**src/verilog/rsr_pkg.sv**
```systemverilog
// constants, field layout and decode helpers for the reset source block
// assumes one 100 MHz clock shared by both ends and by the register port
package rsr_pkg;

	// register byte offsets
	localparam logic [7:0] RSR_OFS_SRC = 8'h24;
	localparam logic [7:0] RSR_OFS_PRST = 8'h28;

	// reset source register layout
	localparam int RSR_BIT_LP = 31;
	localparam int RSR_BIT_WWDG = 30;
	localparam int RSR_BIT_IWDG = 29;
	localparam int RSR_BIT_SW = 28;
	localparam int RSR_BIT_POR = 27;
	localparam int RSR_BIT_EP = 26;
	localparam int RSR_BIT_OBL = 25;
	localparam int RSR_BIT_CLR = 24;
	localparam int RSR_BIT_CORE = 23;
	localparam int RSR_BIT_STB = 1;
	localparam int RSR_BIT_OSCEN = 0;
	localparam logic [31:0] RSR_FLAG_MASK = 32'hfe800000;
	localparam logic [31:0] RSR_SRC_RESET = 32'h0c000000;
	localparam logic RSR_OSCEN_RESET = 1'b0;

	// peripheral reset register layout
	localparam int RSR_BIT_TSI = 24;
	localparam int RSR_NPORT = 5;
	localparam logic [31:0] RSR_PRST_MASK = 32'h015e0000;
	localparam logic [31:0] RSR_PRST_RESET = 32'h00000000;

	// event vector positions, one per reset source
	localparam int RSR_NEVT = 8;
	localparam int RSR_EVT_LP = 0;
	localparam int RSR_EVT_WWDG = 1;
	localparam int RSR_EVT_IWDG = 2;
	localparam int RSR_EVT_SW = 3;
	localparam int RSR_EVT_POR = 4;
	localparam int RSR_EVT_EP = 5;
	localparam int RSR_EVT_OBL = 6;
	localparam int RSR_EVT_CORE = 7;

	// slow oscillator settle time, only modelled by the far end
	localparam int RSR_CLK_PERIOD_NS = 10;
	localparam int RSR_OSC_SETTLE_NS = 160;
	localparam int RSR_OSC_SETTLE_CYC =
		(RSR_OSC_SETTLE_NS + RSR_CLK_PERIOD_NS - 1) / RSR_CLK_PERIOD_NS;
	localparam int RSR_CNT_W = 8;

	// port index order on the link: a, b, c, d, f
	typedef int rsr_bitpos_t [RSR_NPORT];
	localparam rsr_bitpos_t RSR_PORT_BIT = '{17, 18, 19, 20, 22};

	// place each source event at its flag position
	function automatic logic [31:0] rsr_evt_word(input logic [7:0] e);
		logic [31:0] w;
		w = 32'h00000000;
		w[RSR_BIT_LP] = e[RSR_EVT_LP];
		w[RSR_BIT_WWDG] = e[RSR_EVT_WWDG];
		w[RSR_BIT_IWDG] = e[RSR_EVT_IWDG];
		w[RSR_BIT_SW] = e[RSR_EVT_SW];
		w[RSR_BIT_POR] = e[RSR_EVT_POR];
		w[RSR_BIT_EP] = e[RSR_EVT_EP];
		w[RSR_BIT_OBL] = e[RSR_EVT_OBL];
		w[RSR_BIT_CORE] = e[RSR_EVT_CORE];
		return w;
	endfunction

	// widen byte enables to a bit mask
	function automatic logic [31:0] rsr_be_mask(input logic [3:0] be);
		logic [31:0] m;
		m = 32'h00000000;
		for (int i = 0; i < 4; i++) begin
			m[i*8 +: 8] = {8{be[i]}};
		end
		return m;
	endfunction

endpackage

```
**src/verilog/rsr_if.sv**
```systemverilog
// link between the reset source register block and the reset side logic
// assumes both ends run on the same clock; no clocking here
`timescale 1ns/1ps
interface rsr_if;
	import rsr_pkg::*;

	logic [RSR_NEVT-1:0] evt; // source requests one cycle late, high for as long as each is held
	logic slow_osc_enable;
	logic slow_osc_stable;
	logic touch_unit_reset;
	logic [RSR_NPORT-1:0] port_reset; // a, b, c, d, f

	modport dev (
		input evt,
		input slow_osc_stable,
		output slow_osc_enable,
		output touch_unit_reset,
		output port_reset
	);

	modport far (
		output evt,
		output slow_osc_stable,
		input slow_osc_enable,
		input touch_unit_reset,
		input port_reset
	);
endinterface

```
**src/verilog/rsr_device.sv**
```systemverilog
// register end: reset source flags, slow oscillator control, peripheral
// reset lines
// assumes a simple synchronous register port on clk; reset sources on the
// link are pulses on the same clock, so nothing is synchronised here
`timescale 1ns/1ps
module rsr_device (
	input wire logic clk,
	input wire logic arst_n,
	input wire logic por_arst_n,
	input wire logic [7:0] reg_addr,
	input wire logic reg_wr,
	input wire logic reg_rd,
	input wire logic [3:0] reg_be,
	input wire logic [31:0] reg_wdata,
	output logic [31:0] reg_rdata,
	output logic reg_rvalid,
	rsr_if.dev link
);
	import rsr_pkg::*;

	logic [31:0] flags_r;
	logic [31:0] flags_nxt;
	logic osc_en_r;
	logic [31:0] prst_r;
	logic [31:0] rdata_r;
	logic rvalid_r;
	logic [31:0] wmask;
	logic wr_src;
	logic wr_prst;
	logic clr_req;
	logic [31:0] evt_word;
	logic [31:0] src_view;

	// write decode, byte lanes honoured
	assign wmask = rsr_be_mask(reg_be);
	assign wr_src = reg_wr && (reg_addr == RSR_OFS_SRC);
	assign wr_prst = reg_wr && (reg_addr == RSR_OFS_PRST);
	assign clr_req = wr_src && wmask[RSR_BIT_CLR] && reg_wdata[RSR_BIT_CLR];

	// source pulses placed at their flag bits
	assign evt_word = rsr_evt_word(link.evt) & RSR_FLAG_MASK;

	// clear first, then set, so a pulse in the clear cycle survives
	always_comb begin
		flags_nxt = flags_r;
		if (clr_req) begin
			flags_nxt = flags_r & ~RSR_FLAG_MASK;
		end
		flags_nxt = flags_nxt | evt_word;
	end

	// flags live on the power reset only; a system reset keeps them,
	// which is why they are read after the reset that set them
	always_ff @(posedge clk or negedge por_arst_n) begin
		if (!por_arst_n) begin
			flags_r <= RSR_SRC_RESET & RSR_FLAG_MASK;
		end else begin
			flags_r <= flags_nxt;
		end
	end

	// oscillator enable, cleared by system reset
	always_ff @(posedge clk or negedge arst_n) begin
		if (!arst_n) begin
			osc_en_r <= RSR_OSCEN_RESET;
		end else if (wr_src && wmask[RSR_BIT_OSCEN]) begin
			osc_en_r <= reg_wdata[RSR_BIT_OSCEN];
		end
	end

	// peripheral reset bits; reserved bits never store
	always_ff @(posedge clk or negedge arst_n) begin
		if (!arst_n) begin
			prst_r <= RSR_PRST_RESET;
		end else if (wr_prst) begin
			prst_r <= (prst_r & ~wmask) |
				(reg_wdata & wmask & RSR_PRST_MASK);
		end
	end

	// read image of the source register; clear bit acts on write and
	// reads as zero, stable bit is live from the oscillator
	always_comb begin
		src_view = flags_r;
		src_view[RSR_BIT_OSCEN] = osc_en_r;
		src_view[RSR_BIT_STB] = link.slow_osc_stable;
	end

	// registered read data, one cycle after the strobe; unmapped reads 0
	always_ff @(posedge clk or negedge arst_n) begin
		if (!arst_n) begin
			rdata_r <= 32'h00000000;
			rvalid_r <= 1'b0;
		end else begin
			rvalid_r <= reg_rd;
			if (reg_rd) begin
				unique case (reg_addr)
					RSR_OFS_SRC: begin
						rdata_r <= src_view;
					end
					RSR_OFS_PRST: begin
						rdata_r <= prst_r;
					end
					default: begin
						rdata_r <= 32'h00000000;
					end
				endcase
			end
		end
	end

	assign reg_rdata = rdata_r;
	assign reg_rvalid = rvalid_r;

	// lines toward the far side, straight from the flops
	assign link.slow_osc_enable = osc_en_r;
	assign link.touch_unit_reset = prst_r[RSR_BIT_TSI];

	generate
		for (genvar p = 0; p < RSR_NPORT; p++) begin : g_port
			assign link.port_reset[p] = prst_r[RSR_PORT_BIT[p]];
		end
	endgenerate

endmodule

```
**src/flat_wrapper.sv**
```systemverilog
// flat-port wrapper written by rule: the top's interface ports become plain ports
module rsr_device_flat import rsr_pkg::*;
  (clk, arst_n, por_arst_n, reg_addr, reg_wr, reg_rd, reg_be, reg_wdata, reg_rdata, reg_rvalid, link_evt, link_slow_osc_stable, link_slow_osc_enable, link_touch_unit_reset, link_port_reset);
  rsr_if link_i ();
  input wire logic clk;
  input wire logic arst_n;
  input wire logic por_arst_n;
  input wire logic [7:0] reg_addr;
  input wire logic reg_wr;
  input wire logic reg_rd;
  input wire logic [3:0] reg_be;
  input wire logic [31:0] reg_wdata;
  output logic [31:0] reg_rdata;
  output logic reg_rvalid;
  input wire logic [$bits(link_i.evt)-1:0] link_evt;
  input wire logic [$bits(link_i.slow_osc_stable)-1:0] link_slow_osc_stable;
  output wire logic [$bits(link_i.slow_osc_enable)-1:0] link_slow_osc_enable;
  output wire logic [$bits(link_i.touch_unit_reset)-1:0] link_touch_unit_reset;
  output wire logic [$bits(link_i.port_reset)-1:0] link_port_reset;
  assign link_i.evt = link_evt;
  assign link_i.slow_osc_stable = link_slow_osc_stable;
  assign link_slow_osc_enable = link_i.slow_osc_enable;
  assign link_touch_unit_reset = link_i.touch_unit_reset;
  assign link_port_reset = link_i.port_reset;
  rsr_device u_core (.clk(clk), .arst_n(arst_n), .por_arst_n(por_arst_n), .reg_addr(reg_addr), .reg_wr(reg_wr), .reg_rd(reg_rd), .reg_be(reg_be), .reg_wdata(reg_wdata), .reg_rdata(reg_rdata), .reg_rvalid(reg_rvalid), .link(link_i));
endmodule
```
**config.mk**
```make
export PLATFORM = sky130hd
export DESIGN_NAME = rsr_device_flat
export DESIGN_NICKNAME = d
export VERILOG_FILES = /design/src/verilog/rsr_pkg.sv /design/src/verilog/rsr_if.sv /design/src/verilog/rsr_device.sv /design/src/flat_wrapper.sv
export SDC_FILE = /design/constraint.sdc
export NUM_CORES = 1
export LEC_CHECK = 0
export ABC_AREA = 1
export BUFFER_PORTS_ARGS = -buffer_cell sky130_fd_sc_hd__buf_2
export CAP_MARGIN = 20
export CORE_ASPECT_RATIO = 1.2
export CORE_UTILIZATION = 50
export DETAILED_ROUTE_END_ITERATION = 12
export GPL_TIMING_DRIVEN = 0
export PLACE_DENSITY_LB_ADDON = 0.3
export SYNTH_ARGS = -nofsm -noshare
export SYNTH_HDL_FRONTEND = slang
export SYNTH_SLANG_ARGS = --single-unit
export TNS_END_PERCENT = 20
```
**constraint.sdc**
```tcl
create_clock -name clk -period 0.9 [get_ports clk]
set_input_delay 0 -clock clk [delete_from_list [all_inputs] [get_ports clk]]
set_output_delay 0 -clock clk [all_outputs]
set_load 0.005 [all_outputs]
```
==> out/results.tsv <==
metric	value	unit
dp_hpwl	4300	um
nNetsFinal	517	
clock-sinks	74	
maxCapViolations	0	
fin_skew	0.00636	ns
first_pass_iters	6	
p_leak	0.00240	uW
setup_slack	-0.0554	ns
antenna_left	0	
critPathMaxStageDelay	0.39	ns
clockRootBuffer	clkbuf_8	
core_region_area	5780	um2
die_area	6410	um2
avgSynthCellArea	8.63	um2
hold_class	in -> async	
p_per_area	1730	nW/um2
cts_inserted_buffers	9	
layout_commonest_cell	nand2_1	
vias	2546	
syn_inst	353	
ys_seq_area_frac	0.608	
slew_viol_final	0	
start_util	0.527	
drt_iter0_drc	235	
netlist_area	3050	um2
violations	negative setup slack	
critPathSlowestCell	dfrtp_1	
numPortBuffers	72	
place.gp.congestion	0.765	
die_w	73.3	um
critPathLaunchType	register	
path_max_fanout	2	
rsz0062_at_grt	true	
hold_ws	0.0218	ns
ys_ff_latch	74	
insertion_delay	0.35	ns
ir_drop	0.954	mV
io_pins	98	
num_rows	30	
track_usage	0.239	
synth_warnings	0	
setup_viol	1	
period_minus_slack	0.955	ns
drc	0	
grt_pass1_vias	2517	
outcome	finished, violations left	
max_freq	1.05	GHz
clk_pin_slew_worst_paths	0.08	ns
required	0.90	ns
cpMostUsedCell	buf_6	
overflow	0	
area_growth	31.8	%
diodes	0	
antenna_found_initial	0	
die_y	87.5	um
end_kind	output port	
final_cell_mix	121 x nand2_1, 72 x buf_2, 72 x dfrtp_1, 46 x inv_1, 45 x nand3_1	
critPathKind	reg -> out	
yosysUniqueCellTypes	16	
synth_fp_nets	411	
tritoncts	done	
drive_gt1_frac	0.246	
via_per_inst	4.68	
slew-limit-headroom	0.617	
total_power	6960	uW
fin_crit_sh	1.06	
crit_chain	buf_6 -> buf_6	
hold_violations	0	
routed_wl	6660	um
worst_ep_arrival_time	0.96	ns
grt_pass1_wl	11400	um
htree_levels	3	
cts_max_path_buffers	2	
wire_per_inst	12.2	um
grt_start_max_net_pins	67	
max_slew.worst_pin.slew	0.575	ns
==> report_power, final <==
group / switching [uW] / internal, uW / total, uW / leakage (uW)
Clock: 1240 / 1840 / 3080 / 0.000120
Combinational: 255 / 191 / 446 / 0.00141
Sequential: 40.5 / 3400 / 3440 / 0.000864
==> registers in the layout, indices dropped and copies added, names as in the netlist, named ones only <==
signal and cells:
u_core.link.slow_osc_enable 1, u_core.flags_r 8, u_core.reg_rdata 32, u_core.prst_r 26
u_core.reg_rvalid 1
==> final cells by class <==
class / count / area (um2)
sequential: 74 / 1850
multi-input combinational: 213 / 926
clock inverter: 7 / 116
inverter: 48 / 180
clock buffer: 9 / 124
tap: 80 / 100
fill: 495 / 1760
buffer: 14 / 78.8
timing repair buffer: 99 / 638
==> final timing paths <==
check | endpoint | cells past startpoint | slack (ns) | startpoint
hold reg to reg | u_core.flags_r[27] | 2 | 0.47 | u_core.flags_r[27]
setup / recovery | link_port_reset[0] | 2 | -0.06 | register
setup reg to reg | u_core.reg_rdata[26] | 4 | 0.02 | u_core.flags_r[26]
hold / removal | u_core.flags_r[30] | 2 | 0.02 | por_arst_n
min in group clk | register | 5 | 0.03 | reg_wdata[24]
max in group asynchronous | u_core.reg_rdata[1] | 2 | 0.30 | arst_n
==> cells by family after synthesis <==
kind of cell | after synthesis | share of synthesized area
simple gates | 213 | 0.298
flops | 74 | 0.608
buf+inv | 66 | 0.0936
==> metrics by stage <==
step                      instance area [um2]  setup TNS [ns]  setup slack, ns   util  instances
final                                    4020         -0.0554          -0.0554  0.695        544
after global routing                     4020          -0.283          -0.0946  0.695        544
after CTS                                3990          -0.324          -0.0822  0.690        546
after detailed placement                 3510          -13.06           -0.249  0.607        505
after global placement                   3510          -38.67           -0.418  0.607        505
after floorplan                          3050               0           0.0843      -        353
==> cells in the mapped netlist, drive strengths merged <==
library cell	count	area, um2
inv	48	180
dfrtp	72	1800
nor2	36	163
dfstp	2	52.6
nand2	122	458
clkbuf	6	22.5
nand4	6	37.5
buf	12	82.6
nand3	49	250
==> metal layers <==
layer / global-route usage / vias up / wire [um]
met4: 0.0998 / 0 / 148
met5: 0 / - / 0
li1: - / 1280 / -
met1: 0.298 / 1173 / 2880
met2: 0.399 / 80 / 3350
met3: 0.0564 / 13 / 287
==> critical path, delay by kind of cell, from the launching register on <==
| family | cells | cell delay [ns] |
|---|---|---|
| buffers and inverters | 2 | 0.22 |
| flip-flops | 1 | 0.39 |
==> timing repair <==
action	in CTS	in global routing
gates resized for setup	0	10
hold buffers	21	0
buffers inserted	5	1
setup endpoints to repair	7	100
pin swaps	0	1
endpoints found under the hold margin	91	0
Note: power is estimated with default switching activity, not from simulation.
